[src/pedc_map.svh]
`ifndef PEDC_MAP_SVH
`define PEDC_MAP_SVH
`define PEDC_OFF_PHY_CONTROL_TWO 12'h000
`define PEDC_OFF_IRQ_STATUS 12'h004
`define PEDC_OFF_IRQ_MASK 12'h008
`define PEDC_OFF_PHY_STATUS 12'h00c
`define PEDC_BIT_SLEEP_EN 13
`define PEDC_BIT_WAKE_LOW 11
`define PEDC_BIT_FORCE_LINK 2
`define PEDC_BIT_ENERGY 1
`define PEDC_CTRL_WMASK 16'h2804
`define PEDC_CTRL_RESET 16'h0000
`define PEDC_IRQ_BITS 3
`endif

[src/pedc_pkg.sv]
package pedc_pkg;
    typedef enum logic [1:0] {
        PEDC_PWR_ON,
        PEDC_PWR_SLEEP
    } pedc_pwr_t;
endpackage

[src/pedc_top.sv]
// What this block does
// - energy sleep enable makes phy power follow the energy present flag.
// - wake threshold low bit selects the reduced energy detection threshold.
// - force link up raises link at once, only in 100 Mbps operation.
// - energy present flag is read only and resets to one.
// - reserved bits ignore writes and read zero; writable fields reset to zero.
// - flag sets when a signal is sensed on the receive pair.
// - while asleep and unlinked, transmit requests are held off indefinitely.
`timescale 1ns/10ps
`include "pedc_map.svh"
module pedc_top
    import pedc_pkg::*;
(
    // clock and reset
    input wire logic hclk,
    input wire logic hresetn,
    // ahb-lite slave
    input wire logic hsel,
    input wire logic [11:0] haddr,
    input wire logic [1:0] htrans,
    input wire logic hwrite,
    input wire logic [2:0] hsize,
    input wire logic hready,
    input wire logic [31:0] hwdata,
    output logic [31:0] hrdata,
    output logic hreadyout,
    output logic hresp,
    // phy side
    input wire logic receive_pair_input,
    input wire logic speed_100,
    input wire logic link_partner_ok,
    input wire logic transmit_request,
    output logic phy_power_down,
    output logic wake_threshold_low,
    output logic link_up,
    output logic transmit_allowed,
    // interrupt
    output logic irq
);
    logic [15:0] ctrl_q;
    logic [2:0] rx_sync_q;
    logic energy_q;
    logic [`PEDC_IRQ_BITS-1:0] status_q;
    logic [`PEDC_IRQ_BITS-1:0] mask_q;
    logic wr_pend_q;
    logic [11:0] wr_addr_q;
    logic link_prev_q;
    logic energy_prev_q;
    pedc_pwr_t pwr_q;
    logic [31:0] rdata_d;
    logic [`PEDC_IRQ_BITS-1:0] events;
    logic addr_phase;
    logic link_now;
    logic wr_ctrl;
    logic wr_status;
    logic wr_mask;

    assign addr_phase = hsel && hready && htrans[1];
    assign hreadyout = 1'b1;
    assign hresp = 1'b0;
    assign wr_ctrl = wr_pend_q && wr_addr_q == `PEDC_OFF_PHY_CONTROL_TWO;
    assign wr_status = wr_pend_q && wr_addr_q == `PEDC_OFF_IRQ_STATUS;
    assign wr_mask = wr_pend_q && wr_addr_q == `PEDC_OFF_IRQ_MASK;

    // write data arrives one cycle after its address
    always_ff @(posedge hclk or negedge hresetn) begin
        if (!hresetn) begin
            wr_pend_q <= 1'b0;
            wr_addr_q <= 12'h000;
        end else begin
            wr_pend_q <= addr_phase && hwrite;
            wr_addr_q <= haddr;
        end
    end

    always_ff @(posedge hclk or negedge hresetn) begin
        if (!hresetn) begin
            ctrl_q <= `PEDC_CTRL_RESET;
        end else if (wr_pend_q && wr_addr_q == `PEDC_OFF_PHY_CONTROL_TWO) begin
            ctrl_q <= hwdata[15:0] & `PEDC_CTRL_WMASK;
        end
    end

    always_ff @(posedge hclk or negedge hresetn) begin
        if (!hresetn) begin
            mask_q <= '0;
        end else if (wr_pend_q && wr_addr_q == `PEDC_OFF_IRQ_MASK) begin
            mask_q <= hwdata[`PEDC_IRQ_BITS-1:0];
        end
    end

    // three stage sampling of the analog detector; a change counts when stages two and three agree
    always_ff @(posedge hclk or negedge hresetn) begin
        if (!hresetn) begin
            rx_sync_q <= 3'h7;
            energy_q <= 1'b1;
        end else begin
            rx_sync_q <= {rx_sync_q[1:0], receive_pair_input};
            if (rx_sync_q[1] == rx_sync_q[2]) begin
                energy_q <= rx_sync_q[2];
            end
        end
    end

    always_ff @(posedge hclk or negedge hresetn) begin
        if (!hresetn) begin
            pwr_q <= PEDC_PWR_ON;
        end else if (ctrl_q[`PEDC_BIT_SLEEP_EN] && !energy_q) begin
            pwr_q <= PEDC_PWR_SLEEP;
        end else begin
            pwr_q <= PEDC_PWR_ON;
        end
    end

    assign link_now = (speed_100 && ctrl_q[`PEDC_BIT_FORCE_LINK]) ||
        (link_partner_ok && pwr_q == PEDC_PWR_ON);

    always_ff @(posedge hclk or negedge hresetn) begin
        if (!hresetn) begin
            phy_power_down <= 1'b0;
        end else begin
            phy_power_down <= (pwr_q == PEDC_PWR_SLEEP);
        end
    end

    always_ff @(posedge hclk or negedge hresetn) begin
        if (!hresetn) begin
            wake_threshold_low <= 1'b0;
        end else begin
            wake_threshold_low <= ctrl_q[`PEDC_BIT_WAKE_LOW];
        end
    end

    // link_prev_q follows link_now so that a link change raises its event bit
    always_ff @(posedge hclk or negedge hresetn) begin
        if (!hresetn) begin
            link_up <= 1'b0;
            link_prev_q <= 1'b0;
        end else begin
            link_up <= link_now;
            link_prev_q <= link_now;
        end
    end

    // a held request is simply not granted; it stays pending at the source
    // link_now already excludes a sleeping phy unless the link is forced in 100 Mbps operation
    always_ff @(posedge hclk or negedge hresetn) begin
        if (!hresetn) begin
            transmit_allowed <= 1'b0;
        end else begin
            transmit_allowed <= transmit_request && link_now;
        end
    end

    // same reset value as the energy flag, so no false edge follows reset
    always_ff @(posedge hclk or negedge hresetn) begin
        if (!hresetn) begin
            energy_prev_q <= 1'b1;
        end else begin
            energy_prev_q <= energy_q;
        end
    end

    // events: link change, energy rise, energy fall
    assign events = {energy_prev_q && !energy_q, !energy_prev_q && energy_q, link_prev_q != link_now};

    always_ff @(posedge hclk or negedge hresetn) begin
        if (!hresetn) begin
            status_q <= '0;
        end else if (wr_pend_q && wr_addr_q == `PEDC_OFF_IRQ_STATUS) begin
            // a new event wins over a simultaneous clear
            status_q <= (status_q & ~hwdata[`PEDC_IRQ_BITS-1:0]) | events;
        end else begin
            status_q <= status_q | events;
        end
    end

    assign irq = |(status_q & mask_q);

    always_comb begin
        rdata_d = 32'h0000_0000;
        case (haddr)
            `PEDC_OFF_PHY_CONTROL_TWO: begin
                rdata_d[15:0] = (ctrl_q & `PEDC_CTRL_WMASK) | (16'h0001 << `PEDC_BIT_ENERGY);
                rdata_d[`PEDC_BIT_ENERGY] = energy_q;
            end
            `PEDC_OFF_IRQ_STATUS: rdata_d[`PEDC_IRQ_BITS-1:0] = status_q;
            `PEDC_OFF_IRQ_MASK: rdata_d[`PEDC_IRQ_BITS-1:0] = mask_q;
            `PEDC_OFF_PHY_STATUS: rdata_d[2:0] = {transmit_allowed, link_up, phy_power_down};
            default: rdata_d = 32'h0000_0000;
        endcase
    end

    always_ff @(posedge hclk or negedge hresetn) begin
        if (!hresetn) begin
            hrdata <= 32'h0000_0000;
        end else if (addr_phase && !hwrite) begin
            hrdata <= rdata_d;
        end
    end

    // counts how long a pending request has waited; saturates so it never wraps
    logic [3:0] tx_wait_q;

    always_ff @(posedge hclk or negedge hresetn) begin
        if (!hresetn) begin
            tx_wait_q <= 4'h0;
        end else if (transmit_request && !transmit_allowed) begin
            tx_wait_q <= (tx_wait_q == 4'hf) ? tx_wait_q : 4'(tx_wait_q + 4'h1);
        end else begin
            tx_wait_q <= 4'h0;
        end
    end

    sleep_follow_a: assert property (@(posedge hclk) disable iff (!hresetn)
        (ctrl_q[`PEDC_BIT_SLEEP_EN] && !energy_q) |=> pwr_q == PEDC_PWR_SLEEP)
        else $error("phy did not sleep without energy");
    sleep_off_a: assert property (@(posedge hclk) disable iff (!hresetn)
        !ctrl_q[`PEDC_BIT_SLEEP_EN] |=> ##1 !phy_power_down)
        else $error("phy asleep with sleep disabled");
    sleep_wake_a: assert property (@(posedge hclk) disable iff (!hresetn)
        (ctrl_q[`PEDC_BIT_SLEEP_EN] && energy_q) |=> pwr_q == PEDC_PWR_ON)
        else $error("phy did not wake with energy");
    power_pin_a: assert property (@(posedge hclk) disable iff (!hresetn)
        phy_power_down == $past(pwr_q == PEDC_PWR_SLEEP))
        else $error("power down output mismatch");
    wake_thres_a: assert property (@(posedge hclk) disable iff (!hresetn)
        wake_threshold_low == $past(ctrl_q[`PEDC_BIT_WAKE_LOW]))
        else $error("threshold output mismatch");
    wake_normal_a: assert property (@(posedge hclk) disable iff (!hresetn)
        !ctrl_q[`PEDC_BIT_WAKE_LOW] |=> !wake_threshold_low)
        else $error("reduced threshold while not selected");
    force_link_a: assert property (@(posedge hclk) disable iff (!hresetn)
        (speed_100 && ctrl_q[`PEDC_BIT_FORCE_LINK]) |=> link_up)
        else $error("forced link not up");
    force_slow_a: assert property (@(posedge hclk) disable iff (!hresetn)
        (!speed_100 && !link_partner_ok) |=> !link_up)
        else $error("link up without partner or forcing");
    link_normal_a: assert property (@(posedge hclk) disable iff (!hresetn)
        (link_partner_ok && pwr_q == PEDC_PWR_ON) |=> link_up)
        else $error("normal link not up");
    link_event_a: assert property (@(posedge hclk) disable iff (!hresetn)
        (link_prev_q != link_now) |=> status_q[0])
        else $error("link change not flagged");
    energy_ro_a: assert property (@(posedge hclk) disable iff (!hresetn)
        (addr_phase && !hwrite && haddr == `PEDC_OFF_PHY_CONTROL_TWO) |=> hrdata[1] == $past(energy_q))
        else $error("energy flag read mismatch");
    reserved_zero_a: assert property (@(posedge hclk) disable iff (!hresetn)
        (ctrl_q & ~`PEDC_CTRL_WMASK) == 16'h0000)
        else $error("reserved bit set");
    ctrl_write_a: assert property (@(posedge hclk) disable iff (!hresetn)
        wr_ctrl |=> ctrl_q == $past(hwdata[15:0] & `PEDC_CTRL_WMASK))
        else $error("control write not stored");
    ctrl_hold_a: assert property (@(posedge hclk) disable iff (!hresetn)
        !wr_ctrl |=> $stable(ctrl_q))
        else $error("control changed without a write");
    read_reserved_a: assert property (@(posedge hclk) disable iff (!hresetn)
        (addr_phase && !hwrite && haddr == `PEDC_OFF_PHY_CONTROL_TWO) |=>
        (hrdata[31:16] == 16'h0000 && (hrdata[15:0] & ~(`PEDC_CTRL_WMASK | 16'h0002)) == 16'h0000))
        else $error("reserved bit read as one");
    mask_write_a: assert property (@(posedge hclk) disable iff (!hresetn)
        wr_mask |=> mask_q == $past(hwdata[`PEDC_IRQ_BITS-1:0]))
        else $error("mask write not stored");
    unmapped_a: assert property (@(posedge hclk) disable iff (!hresetn)
        (wr_pend_q && !wr_ctrl && !wr_status && !wr_mask) |=> ($stable(ctrl_q) && $stable(mask_q)))
        else $error("unmapped write changed a register");
    energy_track_a: assert property (@(posedge hclk) disable iff (!hresetn)
        (rx_sync_q[2] && rx_sync_q[1]) |=> energy_q)
        else $error("energy flag not set");
    energy_hold_a: assert property (@(posedge hclk) disable iff (!hresetn)
        (rx_sync_q[2] != rx_sync_q[1]) |=> $stable(energy_q))
        else $error("energy flag moved before stages agree");
    energy_rise_a: assert property (@(posedge hclk) disable iff (!hresetn)
        (!energy_prev_q && energy_q) |=> status_q[1])
        else $error("energy rise not flagged");
    status_sticky_a: assert property (@(posedge hclk) disable iff (!hresetn)
        !wr_status |=> ((status_q & $past(status_q)) == $past(status_q)))
        else $error("status bit lost without a clear");
    status_clear_a: assert property (@(posedge hclk) disable iff (!hresetn)
        (wr_status && events == 3'h0) |=> status_q == $past(status_q & ~hwdata[`PEDC_IRQ_BITS-1:0]))
        else $error("status clear mismatch");
    energy_clear_a: assert property (@(posedge hclk) disable iff (!hresetn)
        (!rx_sync_q[2] && !rx_sync_q[1]) |=> !energy_q)
        else $error("energy flag not cleared");
    energy_fall_a: assert property (@(posedge hclk) disable iff (!hresetn)
        (energy_prev_q && !energy_q) |=> status_q[2])
        else $error("energy fall not flagged");
    tx_hold_a: assert property (@(posedge hclk) disable iff (!hresetn)
        !link_now |=> !transmit_allowed)
        else $error("transmit while unlinked");
    tx_sleep_a: assert property (@(posedge hclk) disable iff (!hresetn)
        (pwr_q == PEDC_PWR_SLEEP && !ctrl_q[`PEDC_BIT_FORCE_LINK]) |=> !transmit_allowed)
        else $error("transmit granted while asleep");
    tx_grant_a: assert property (@(posedge hclk) disable iff (!hresetn)
        (transmit_request && link_now) |=> transmit_allowed)
        else $error("linked request not granted");
    tx_idle_a: assert property (@(posedge hclk) disable iff (!hresetn)
        !transmit_request |=> !transmit_allowed)
        else $error("grant without a request");
    tx_wait_a: assert property (@(posedge hclk) disable iff (!hresetn)
        (tx_wait_q == 4'hf && !link_now) |=> !transmit_allowed)
        else $error("long held request released while unlinked");

    sleep_seen_c: cover property (@(posedge hclk) disable iff (!hresetn) $rose(phy_power_down));
    wake_seen_c: cover property (@(posedge hclk) disable iff (!hresetn) $fell(phy_power_down));
    forced_c: cover property (@(posedge hclk) disable iff (!hresetn) ctrl_q[`PEDC_BIT_FORCE_LINK] && link_up);
    energy_fall_c: cover property (@(posedge hclk) disable iff (!hresetn) $fell(energy_q));
    tx_held_c: cover property (@(posedge hclk) disable iff (!hresetn) tx_wait_q == 4'hf);
endmodule

[config.mk]
export PLATFORM = sky130hd
export DESIGN_NAME = pedc_top
export DESIGN_NICKNAME = d
export VERILOG_FILES = /design/src/pedc_pkg.sv /design/src/pedc_top.sv
export VERILOG_INCLUDE_DIRS = /design/src
export SDC_FILE = /design/constraint.sdc
export NUM_CORES = 1
export LEC_CHECK = 0
export BUFFER_PORTS_ARGS = -buffer_cell sky130_fd_sc_hd__buf_4
export CORE_ASPECT_RATIO = 0.7
export CORE_MARGIN = 10
export CORE_UTILIZATION = 38
export CTS_CLUSTER_DIAMETER = 60
export DETAILED_ROUTE_END_ITERATION = 7
export PLACE_DENSITY_LB_ADDON = 0.1
export SLEW_MARGIN = 20
export SYNTH_ARGS = -nofsm -noshare
export SYNTH_HDL_FRONTEND = slang
export SYNTH_SLANG_ARGS = --single-unit
[constraint.sdc]
create_clock -name hclk -period 1.7 [get_ports hclk]
set_input_delay 0.255 -clock hclk [delete_from_list [all_inputs] [get_ports hclk]]
set_output_delay 0.255 -clock hclk [all_outputs]
set_load 0.1 [all_outputs]
# After elaboration in Yosys (flattened, before gate mapping)
# Index checks and enable logic that the tools add are counted.
[classes]
n_mux = 4
bitwise = 5
n_eq_ne = 8
n_reduce_logical = 21
[op_table]
columns = ["cell", "count"]
rows = [
  ["$eq 12x4->1 const B", 3],
  ["$eq 12x3->1 const B", 2],
  ["$logic_not 12->1", 2],
  ["$logic_and 1x1->1", 13],
  ["$pmux 3 s4", 1],
  ["$mux 11", 1],
  ["$and 3x3->3", 2],
  ["$or 3x3->3", 2],
  ["$logic_not 1->1", 3],
  ["$mux 3", 1],
  ["$not 3->3", 1],
  ["$reduce_or 3->1", 1],
  ["$logic_not 2->1", 1],
  ["$eq 1x1->1", 1],
  ["$eq 1x1->1 const B", 1],
  ["$logic_or 1x1->1", 1],
  ["$mux 1", 1],
  ["$ne 1x1->1", 1],
]
[totals]
elab_cells = 52
inputBits = 58
regBits = 48

# Depth between registers and ports, before layout
# Gate-level depths: netlist (run 1).
[depth]
word_depth = 6
depth_mapped = 3
depth_no_buf = 3

# Worst setup path before layout (run 1)
# OpenSTA, ideal clock, no wires.
[synth_timing]
kind = "reg2reg"
from = "register wr_addr_q[1]"
to = "register mask_q[0]"
path_slack_ns = -0.064
t_arrival_ns = 1.639
setup_ns = 0.125
path_stages_with_launch = 4
path_cell_list = "dfrtp_1 or4b_2 nor4_2 mux2_2"
[synth_between]
elab_chain_cells = 2
[synth_lines]
columns = ["element", "line_no", "source"]
rows = [
  ["start, declared", "pedc_top.sv:46", "logic [11:0] wr_addr_q;"],
  ["start signal, assigned", "pedc_top.sv:72", "wr_addr_q <= haddr;"],
  ["$eq 12x4->1 (no line)", "-", ""],
  ["$logic_and 1x1->1 (no line)", "-", ""],
  ["end signal, assigned", "pedc_top.sv:88", "mask_q <= hwdata[`PEDC_IRQ_BITS-1:0];"],
  ["end, declared", "pedc_top.sv:44", "logic [`PEDC_IRQ_BITS-1:0] mask_q;"],
]
# No other way between the ends.
# A chain may end at the register's enable or synchronous reset.

# Final worst setup path (run 1)
[layout_timing]
from = "register wr_addr_q[4]"
to = "register mask_q[0]"
# Same word-level chain as after synthesis.

==> results of run 1 <==
## cells in the mapped netlist (3+ instances only)
library cell  instances
o21ai_0               6
dfstp_2               5
nand3b_1              3
inv_1                 4
buf_4                29
dfrtp_1              32
mux2_2                7
nand2_1              10
## kinds of logic (layout without fill, tap and decap cells)
logic type,count (synthesis),in the layout,synth area share (%)
mux,10,10,8.29
fa+ha+maj,1,1,0.620
flops,37,37,57.7
compound gates,11,11,4.57
simple gates,33,33,13.9
buf+inv,33,59,14.4
other cells,2,29,0.465
## flip-flops by register name, indices dropped and copies added, names as in the netlist
| name | flops |
|---|---|
| ctrl_q | 3 |
| energy_prev_q | 1 |
| energy_q | 1 |
| hrdata | 5 |
| link_prev_q | 1 |
| mask_q | 3 |
| phy_power_down | 1 |
| pwr_q | 1 |
| rx_sync_q | 3 |
| status_q | 3 |
| transmit_allowed | 1 |
| wake_threshold_low | 1 |
| wr_addr_q | 12 |
| wr_pend_q | 1 |
## per-stage QoR
step	TNS (ns)	instance area, um^2
after floorplan	-0.0451	1730
after global placement	-0.802	1910
after detailed placement	-0.949	1910
after CTS	-0.751	2060
after global routing	-1.17	2070
final	-0.613	2070
## worst max-delay path, stage by stage (launching register included)
cell and delay, ns:
dfrtp_1 0.36, or4_4 0.60, nor4_4 0.37, mux2_2 0.37
## cell usage in the layout, fill, tap and decap left out, types with 2 or more instances in the layout
| cell type | instances |
|---|---|
| mux4_2 | 2 |
| or4_4 | 2 |
| nand3_1 | 2 |
| buf_4 | 45 |
| nor2_1 | 2 |
| conb_1 | 29 |
| nor4_1 | 2 |
| inv_1 | 4 |
| dfstp_2 | 5 |
| nor4_4 | 2 |
| nand3b_1 | 3 |
| nand4b_1 | 2 |
| mux2_4 | 4 |
| mux2_2 | 3 |
| nand2_1 | 10 |
| clkbuf_8 | 7 |
| or4b_4 | 2 |
| o21ai_0 | 5 |
| dfrtp_1 | 32 |
## area by class of cell
class | count | area [um^2] | share of cell area, %
multi-input combinational | 84 | 596 | 28.7
tap | 52 | 65.1 | 3.14
inverter | 4 | 15.0 | 0.725
timing repair buffer | 47 | 363 | 17.5
sequential | 37 | 932 | 45.0
clock inverter | 1 | 5.00 | 0.242
clock buffer | 7 | 96.3 | 4.65
## routing by layer
layer | vias up | share of wire, % | GRT usage, % | routed length (um)
met5 | - | 0 | 0 | 0
met3 | 5 | 9.9 | 5.37 | 354
met2 | 43 | 46 | 14.8 | 1650
met1 | 503 | 43 | 11.9 | 1530
met4 | 0 | 1.3 | 4.34 | 48
li1 | 493 | - | - | -
## where the power goes
group          switching, mW  internal [mW]
clock                  0.299          0.366
sequential            0.0158          0.913
combinational          0.354         0.0719
## path summary, 6_finish.rpt
check | startpoint | to | slack, ns
max | wr_addr_q[4]$_DFF_PN0_ | mask_q[0]$_DFFE_PN0P_ | -0.11
min | receive_pair_input | rx_sync_q[0]$_DFF_PN1_ | 0.07
max reg2reg | wr_addr_q[4]$_DFF_PN0_ | mask_q[0]$_DFFE_PN0P_ | -0.11
min reg2reg | rx_sync_q[0]$_DFF_PN1_ | rx_sync_q[1]$_DFF_PN1_ | 0.36
max in group asynchronous | hresetn | energy_prev_q$_DFF_PN1_ | 0.90
min in group asynchronous | hresetn | link_prev_q$_DFF_PN0_ | 0.46
## timing repair
action	in CTS	in global routing
setup buffers	1	1
hold buffers	1	0
pin swaps	3	3
resized for setup	6	3
hold endpoints to repair	32	0
endpoints found under the setup margin	8	10
==> results.md, run 1 <==
- Final Cycle Share: 106%
- Asr flop ratio synth: 100%
- Core box area: around 4000 um^2
- Port buffer count: 36
- CP Max Fanout: 5
- Clock Tree Root: clkbuf_8
- Synth Instances: between 100 and 150
- Power Density: 975 nW/um^2
- Hpwl dp: 2.91 mm
- Grt ovf: 0
- Vias in the first global route: roughly 1200
- Fin. Hold Viols: 0
- Design Power: roughly 2.0 mW
- Num CTS Buffers: 5
- Final layout net count: about 240
- R2R depth: 3
- Fin crit period: about 1.8 ns
- Top FF cell, synth: dfrtp_1
- Worst EP required: between 1.5 and 2 ns
- Fillers: roughly 360
- H-tree levels: 2
- DRC errors left: 0
- WHS: 0.0674 ns
- Leak: 1.01 nW
- Hold Crit Class: input port to flip-flop
- Antenna viol nets, final: 0
- Sinks on the clock net: 37
- Worst vdd ir: 0.551 mV
- Area growth syn-to-layout: 28.3%
- Drt first-iter violations: 65
- CTS tree: yes
- Initial antenna violation count: 0
- First-pass GRT wire length: 5.76 mm
- Synthesized area: between 1500 and 2000 um^2
- Mean post-synth cell area: between 10 and 15 um^2
- Post-Layout Cell Count: between 200 and 250
- Fraction of layout cells with a size suffix above 1: ~42%
- Die X: 97.9 um
- Hold path depth: 1
- Die Area: 7300 um^2
- Starting Density: 40.2%
- Pre-Repair DR Iteration Count: 6
- Failing checks: negative setup slack
- WL final: about 3.6 mm
- Setup crit start kind: flip-flop
- Rows: 19
- Diodes inserted: 0
- Die H: 74.6 um
- Clock latency at the later pin of the worst-skew pair: 0.29 ns
- Drt wl/cell: 15.5 um
- Setup ws final: -0.105 ns
- Crit path DAT: a little under 2 ns
- Inst Count DP: 221
- Final Wtd Congestion: 0.794
- Leading area contributor after synthesis: dfrtp_1
- Pin count of the biggest net entering global routing: 38
- Setup violators final: 8
- Final Max Slew Viols: 0
- Number of synthesized flops with an enable pin: 0
- Largest cells by area after synthesis: dfrtp_1, buf_4, dfstp_2, mux2_2, mux4_2
- Synthesized flop and latch total: 37
- FMAX: 0.554 GHz
- Total track usage: 10.0%
- Seq/Total Area, Yosys: 57.7%
- Max Root-Sink Buffers: 2
- CP Capture Type: flip-flop
- Yosys warnings: 0
- Clock skew: 0.00725 ns
- Netlist cell types: 31
- Final core occ: between 50% and 60%
- Clk slew on worst S/H paths: 0.07 ns
- Top cell type's share of synthesized area: 49.6%
- Via count: 1044
- DR vias/cell: approximately 4.5
- Status: complete, but fails checks
- CP Class: flip-flop to flip-flop
- Max-cap violation count: 0
- RSZ-0062 raised after global routing: true
- Pre-CTS WS: -0.199 ns
- I/O pin count: 97
Note: power is estimated with default switching activity, not from simulation.
==> run 2, diff against run 1 <==
--- a/config.mk
+++ b/config.mk
@@ -8,7 +8,7 @@
 export LEC_CHECK = 0
 export BUFFER_PORTS_ARGS = -buffer_cell sky130_fd_sc_hd__buf_4
 export CORE_ASPECT_RATIO = 0.7
-export CORE_MARGIN = 10
+export CORE_MARGIN = 4
 export CORE_UTILIZATION = 38
 export CTS_CLUSTER_DIAMETER = 60
 export DETAILED_ROUTE_END_ITERATION = 7
==> run 2 against run 1 <==
  * Combinational power increased by 2%
  * The flow still finishes with violations (negative setup slack)
  * Die area decreased by 26%
  * Design area increased by 2.8%
  * First-iteration DRC count decreased by 43%
  * Clock skew decreased by 0.0026 ns
  * Sequential cell count unchanged
==> results.md, run 2 (same netlist as run 1, synthesis figures left out) <==
- Status: complete, but fails checks
- Failing checks: negative setup slack
- RSZ-0062 raised after global routing: true
- Diodes inserted: 0
- FMAX: 0.549 GHz
- Clock Tree Root: clkbuf_8
- Fin crit period: ~1.8 ns
- Pre-Repair DR Iteration Count: 4
- Biggest register: wr_addr_q
- Hold Crit Class: input port to flip-flop
- Final Wtd Congestion: roughly 0.81
- Final Max Slew Viols: 0
- Pre-CTS WS: -0.145 ns
- Drt first-iter violations: 37
- WL final: roughly 3.3 mm
- Clock latency at the later pin of the worst-skew pair: 0.28 ns
- Final Cycle Share: 107%
- Die Area: ~5400 um^2
- Final layout net count: 240
- Setup ws final: -0.121 ns
- Vias in the first global route: 1101
- Leak: 1.09 nW
- Max-cap violation count: 0
- Drt wl/cell: 14.0 um
- Inst Count DP: around 220
- CP delay by family, top: simple AND/OR/NAND/NOR gates
- Power Density: 911 nW/um^2
- Initial antenna violation count: 0
- I/O pin count: 97
- Via count: 1086
- Most common cell after layout, fill and taps aside: buf_4
- Worst EP required: 1.87 ns
- Setup violators final: 8
- Setup crit start kind: flip-flop
- Sinks on the clock net: 37
- Rows: 19
- Clock skew: 0.00467 ns
- Crit-path cells: or4_4 > buf_12 > o41ai_4 > buf_4 > nand3_2
- Largest regs: wr_addr_q (12), hrdata (5)
- Final core occ: 53.0%
- Area growth syn-to-layout: 31.9%
- Fraction of layout cells with a size suffix above 1: 44.8%
- CP peak stage delay: 0.60 ns
- DRC errors left: 0
- DR vias/cell: 4.62
- Die X: 85.9 um
- Pin count of the biggest net entering global routing: 38
- Clk slew on worst S/H paths: around 0.07 ns
- Num CTS Buffers: 5
- Post-Layout Cell Count: 235
- Crit path DAT: approximately 2 ns
- Die H: around 63 um
- Worst path slowest cell: or4_4
- CP Max Fanout: 4
- Most frequent cells in the layout: buf_4, dfrtp_1, conb_1
- Worst path bufs/invs: 2
- Core box area: 4020 um^2
- Port buffer count: 36
- CTS tree: yes
- Hpwl dp: 2.44 mm
- CP Class: flip-flop to flip-flop
- Fin. Hold Viols: 0
- Max reg flops: 12
- Starting Density: 40.2%
- CP Capture Type: flip-flop
- Worst vdd ir: 0.535 mV
- First-pass GRT wire length: 5.03 mm
- Antenna viol nets, final: 0
- Max Root-Sink Buffers: 2
- Total track usage: a little under an eighth
- Grt ovf: 0
- H-tree levels: 2
-- run 2: worst paths after layout --
check	startpoint	to	slack, ns	depth (start not counted)
worst max-delay path	wr_addr_q[9]$_DFF_PN0_	status_q[0]$_DFF_PN0_	-0.12	5
worst min-delay path	receive_pair_input	rx_sync_q[0]$_DFF_PN1_	0.08	1
worst max register to register	wr_addr_q[9]$_DFF_PN0_	status_q[0]$_DFF_PN0_	-0.12	5
worst min register to register	rx_sync_q[0]$_DFF_PN1_	rx_sync_q[1]$_DFF_PN1_	0.36	0
max in group asynchronous	hresetn	energy_prev_q$_DFF_PN1_	0.88	2
min in group asynchronous	hresetn	link_prev_q$_DFF_PN0_	0.47	2
-- run 2: power breakdown --
part / switching, mW / internal, mW / total [mW]
clock network: 0.296 / 0.283 / 0.579
registers: 0.0155 / 0.913 / 0.928
logic: 0.357 / 0.0764 / 0.433
-- run 2: final cells by class --
cell class / instances / area, um^2
clock buffers: 5 / 68.8
clock inverters: 3 / 17.5
fillers: 351 / 1890
inverters: 4 / 15.0
multi-input cells: 84 / 631
flip-flops and latches: 37 / 932
well taps: 52 / 65.1
repair buffers: 50 / 402
-- run 2: through the flow --
stage	area, um^2	hold slack [ns]	TNS, ns	power, mW
floorplan	1730	-0.0406	-0.0451	1.32
global placement	1910	0.234	-0.790	1.36
detailed placement	1910	0.241	-0.837	1.37
CTS	2040	0.0724	-0.759	1.95
global route	2130	0.0640	-1.24	2.03
finish	2130	0.0804	-0.803	1.94
-- run 2: timing repair --
action,4_1_cts,5_1_grt
hold endpoints to repair,32,0
pin swaps,3,7
hold buffers,1,0
setup endpoints to repair,8,10
setup buffers,1,4
gates resized for setup,6,8
-- run 2: routing by layer --
metal	up-vias	track usage [%]	wire, um
met2	52	17.4	1510
met3	2	4.22	275
met1	537	17.0	1480
met5	-	0	0
met4	0	2.96	17
li1	495	-	-
==> run 3, diff against run 2 <==
--- a/config.mk
+++ b/config.mk
@@ -6,10 +6,11 @@
 export SDC_FILE = /design/constraint.sdc
 export NUM_CORES = 1
 export LEC_CHECK = 0
+export ABC_AREA = 1
 export BUFFER_PORTS_ARGS = -buffer_cell sky130_fd_sc_hd__buf_4
 export CORE_ASPECT_RATIO = 0.7
 export CORE_MARGIN = 4
-export CORE_UTILIZATION = 38
+export CORE_UTILIZATION = 39
 export CTS_CLUSTER_DIAMETER = 60
 export DETAILED_ROUTE_END_ITERATION = 7
 export PLACE_DENSITY_LB_ADDON = 0.1
==> run 3 against run 2 <==
  * The flow now finishes without violations
  * Power is 12% higher
  * Area after synthesis is 3.1% higher
  * Largest power group unchanged
  * Register-to-register slack better by 0.43 ns
  * Highest routed layer unchanged
==> results.md, run 3 <==
- Clock skew: 0.00311 ns
- Number of synthesized flops with an enable pin: 0
- Hold endpoint: rx_sync_q[0]$_DFF_PN1_
- Final Cycle Share: 82.0%
- Final layout net count: about 280
- Crit path DAT: 1.57 ns
- Synthesized area: between 1500 and 2000 um^2
- RR Startpoint: wr_addr_q[11]$_DFF_PN0_
- Hold Crit Class: input port to flip-flop
- Die X: 86.1 um
- Pre-Repair DR Iteration Count: 4
- Top cell type's share of synthesized area: 48.1%
- First-pass GRT wire length: 5.56 mm
- Drt wl/cell: 12.4 um
- RSZ-0062 raised after global routing: false
- Status: finished clean
- Worst EP required: 1.87 ns
- Power Density: 1080 nW/um^2
- Worst path bufs/invs: 0
- Fraction of layout cells with a size suffix above 1: 25.3%
- CP Capture Type: flip-flop
- Largest cells by area after synthesis: dfrtp_1, buf_4, nand2_1, dfstp_2, nand3_1
- FMAX: 0.717 GHz
- Clock Tree Root: clkbuf_8
- Top cells by count, synth: nand2_1, dfrtp_1, buf_4, nor2_1, nand3_1
- Grt ovf: 0
- Pin count of the biggest net entering global routing: 38
- R2r setup slk: 0.31 ns
- Rows: 19
- Clock latency at the later pin of the worst-skew pair: 0.29 ns
- Yosys warnings: 0
- Crit-path cells: nor2_1 > nand2_1 > nor2_1 > nand3_1 > o21ai_0 > nand3_1
- R2R depth: 6
- Max-cap violation count: 0
- Initial antenna violation count: 0
- CP delay by family, top: simple AND/OR/NAND/NOR gates
- Starting Density: between 40% and 50%
- Design Power: 2.17 mW
- H-tree levels: 2
- Top FF cell, synth: dfrtp_1
- Cell count along the critical path: 6
- Sinks on the clock net: 37
- Fin crit period: about 1.4 ns
- Area after DPL: 1880 um^2
- Max reg flops: 12
- Post_cts resized: 0
- CTS tree: yes
- Netlist cell types: 18
- I/O pin count: 97
- Total track usage: 13.6%
- Count leader, synth: nand2_1
- Core box area: 4020 um^2
- Biggest register: wr_addr_q
- Vias in the first global route: ~1200
- CP Max Fanout: 3
- Hold path depth: 1
- Hpwl dp: 2.62 mm
- CP peak stage delay: ~0.36 ns
- Die Area: around 5400 um^2
- Worst path slowest cell: dfrtp_1
- Leading area contributor after synthesis: dfrtp_1
- Largest regs: wr_addr_q (12), hrdata (5)
- Drt first-iter violations: 42
- Fin. Hold Viols: 0
- RR Endpoint: status_q[0]$_DFF_PN0_
- Via count: 1172
- Die H: 62.7 um
- Final Max Slew Viols: 0
- Port buffer count: 36
- Diodes inserted: 0
- Fillers: 398
- Asr flop ratio synth: 100%
- Synth Instances: 178
- Setup violators final: 0
- CP Class: flip-flop to flip-flop
- Area growth syn-to-layout: 20.7%
- Clk slew on worst S/H paths: ~0.070 ns
- Mean post-synth cell area: 9.36 um^2
- Hold Path Origin: receive_pair_input
- Total Neg Setup Slack: 0 ns
- Synthesized flop and latch total: 37
- Num CTS Buffers: 5
- Worst vdd ir: 0.558 mV
- Max Root-Sink Buffers: 2
- DRC errors left: 0
- Final Wtd Congestion: 0.926
- Setup crit start kind: flip-flop
- Finished Cell Area: 2010 um^2
- Most frequent cells in the layout: nand2_1, buf_4, dfrtp_1
- Antenna viol nets, final: 0
- Seq/Total Area, Yosys: 56.0%
- WL final: 3.37 mm
- WHS: 0.0638 ns
- Leak: 1.06 nW
- DR vias/cell: between 4 and 5
[run 3: changes by cell type after synthesis, sizes merged, moves of 3 or more]
cell / previous run / this run
nor2: 2 / 20
nand2: 10 / 37
o21ai: 6 / 13
nand3: 2 / 18
inv: 4 / 15
nor4: 4 / 0
mux2: 7 / 0
nand3b: 3 / 0
or4: 3 / 0
[run 3: worst max path at each step]
stage / start / end
2_1_floorplan: status_q[0]$_DFF_PN0_ / irq
3_3_place_gp: wr_addr_q[11]$_DFF_PN0_ / status_q[0]$_DFF_PN0_
3_5_place_dp: wr_addr_q[11]$_DFF_PN0_ / status_q[0]$_DFF_PN0_
4_1_cts: wr_addr_q[11]$_DFF_PN0_ / status_q[0]$_DFF_PN0_
5_1_grt: wr_addr_q[11]$_DFF_PN0_ / status_q[0]$_DFF_PN0_
6_report: wr_addr_q[11]$_DFF_PN0_ / status_q[0]$_DFF_PN0_
[run 3: repair_timing]
action,CTS,global route
setup buffers,0,0
hold buffers,1,0
endpoints found under the setup margin,0,0
endpoints found under the hold margin,32,0
[run 3: metal layers]
| metal | global-route usage, % | part of all wire, % | up-vias |
|---|---|---|---|
| li1 | - | - | 582 |
| met3 | 5.01 | 9.0 | 7 |
| met5 | 0 | 0 | - |
| met1 | 17.9 | 43 | 537 |
| met2 | 19.8 | 46 | 46 |
| met4 | 6.52 | 1.9 | 0 |
[run 3: report_power, final]
group / leakage, nW / internal, mW / total (mW) / switching [mW]
combinational: 0.590 / 0.0620 / 0.441 / 0.379
clock: 0.0585 / 0.478 / 0.791 / 0.312
sequential: 0.410 / 0.918 / 0.937 / 0.0183
[run 3: logic make-up after synthesis]
logic type | count (synthesis) | share of synthesized area [%]
compound gates | 14 | 4.66
fa+ha+maj | 1 | 0.601
buf+inv | 45 | 16.9
flops | 37 | 56.0
other cells | 2 | 0.451
simple gates | 79 | 21.4
[run 3: area by class of cell]
cell class	count	area, um^2	area share, %
flip-flops and latches	37	932	46.4
multi-input cells	123	553	27.5
repair buffers	38	288	14.3
clock buffers	7	86.3	4.29
well taps	52	65.1	3.24
inverters	15	56.3	2.80
clock inverters	1	30.0	1.49
[run 3: per-stage QoR]
stage               utilization (%)  cells  setup WS [ns]
detailed placement             46.9    264          0.281
global placement               46.9    264          0.322
CTS                            50.0    273          0.256
global route                   50.0    273          0.125
floorplan                         -    205          0.282
finish                         50.0    273          0.306
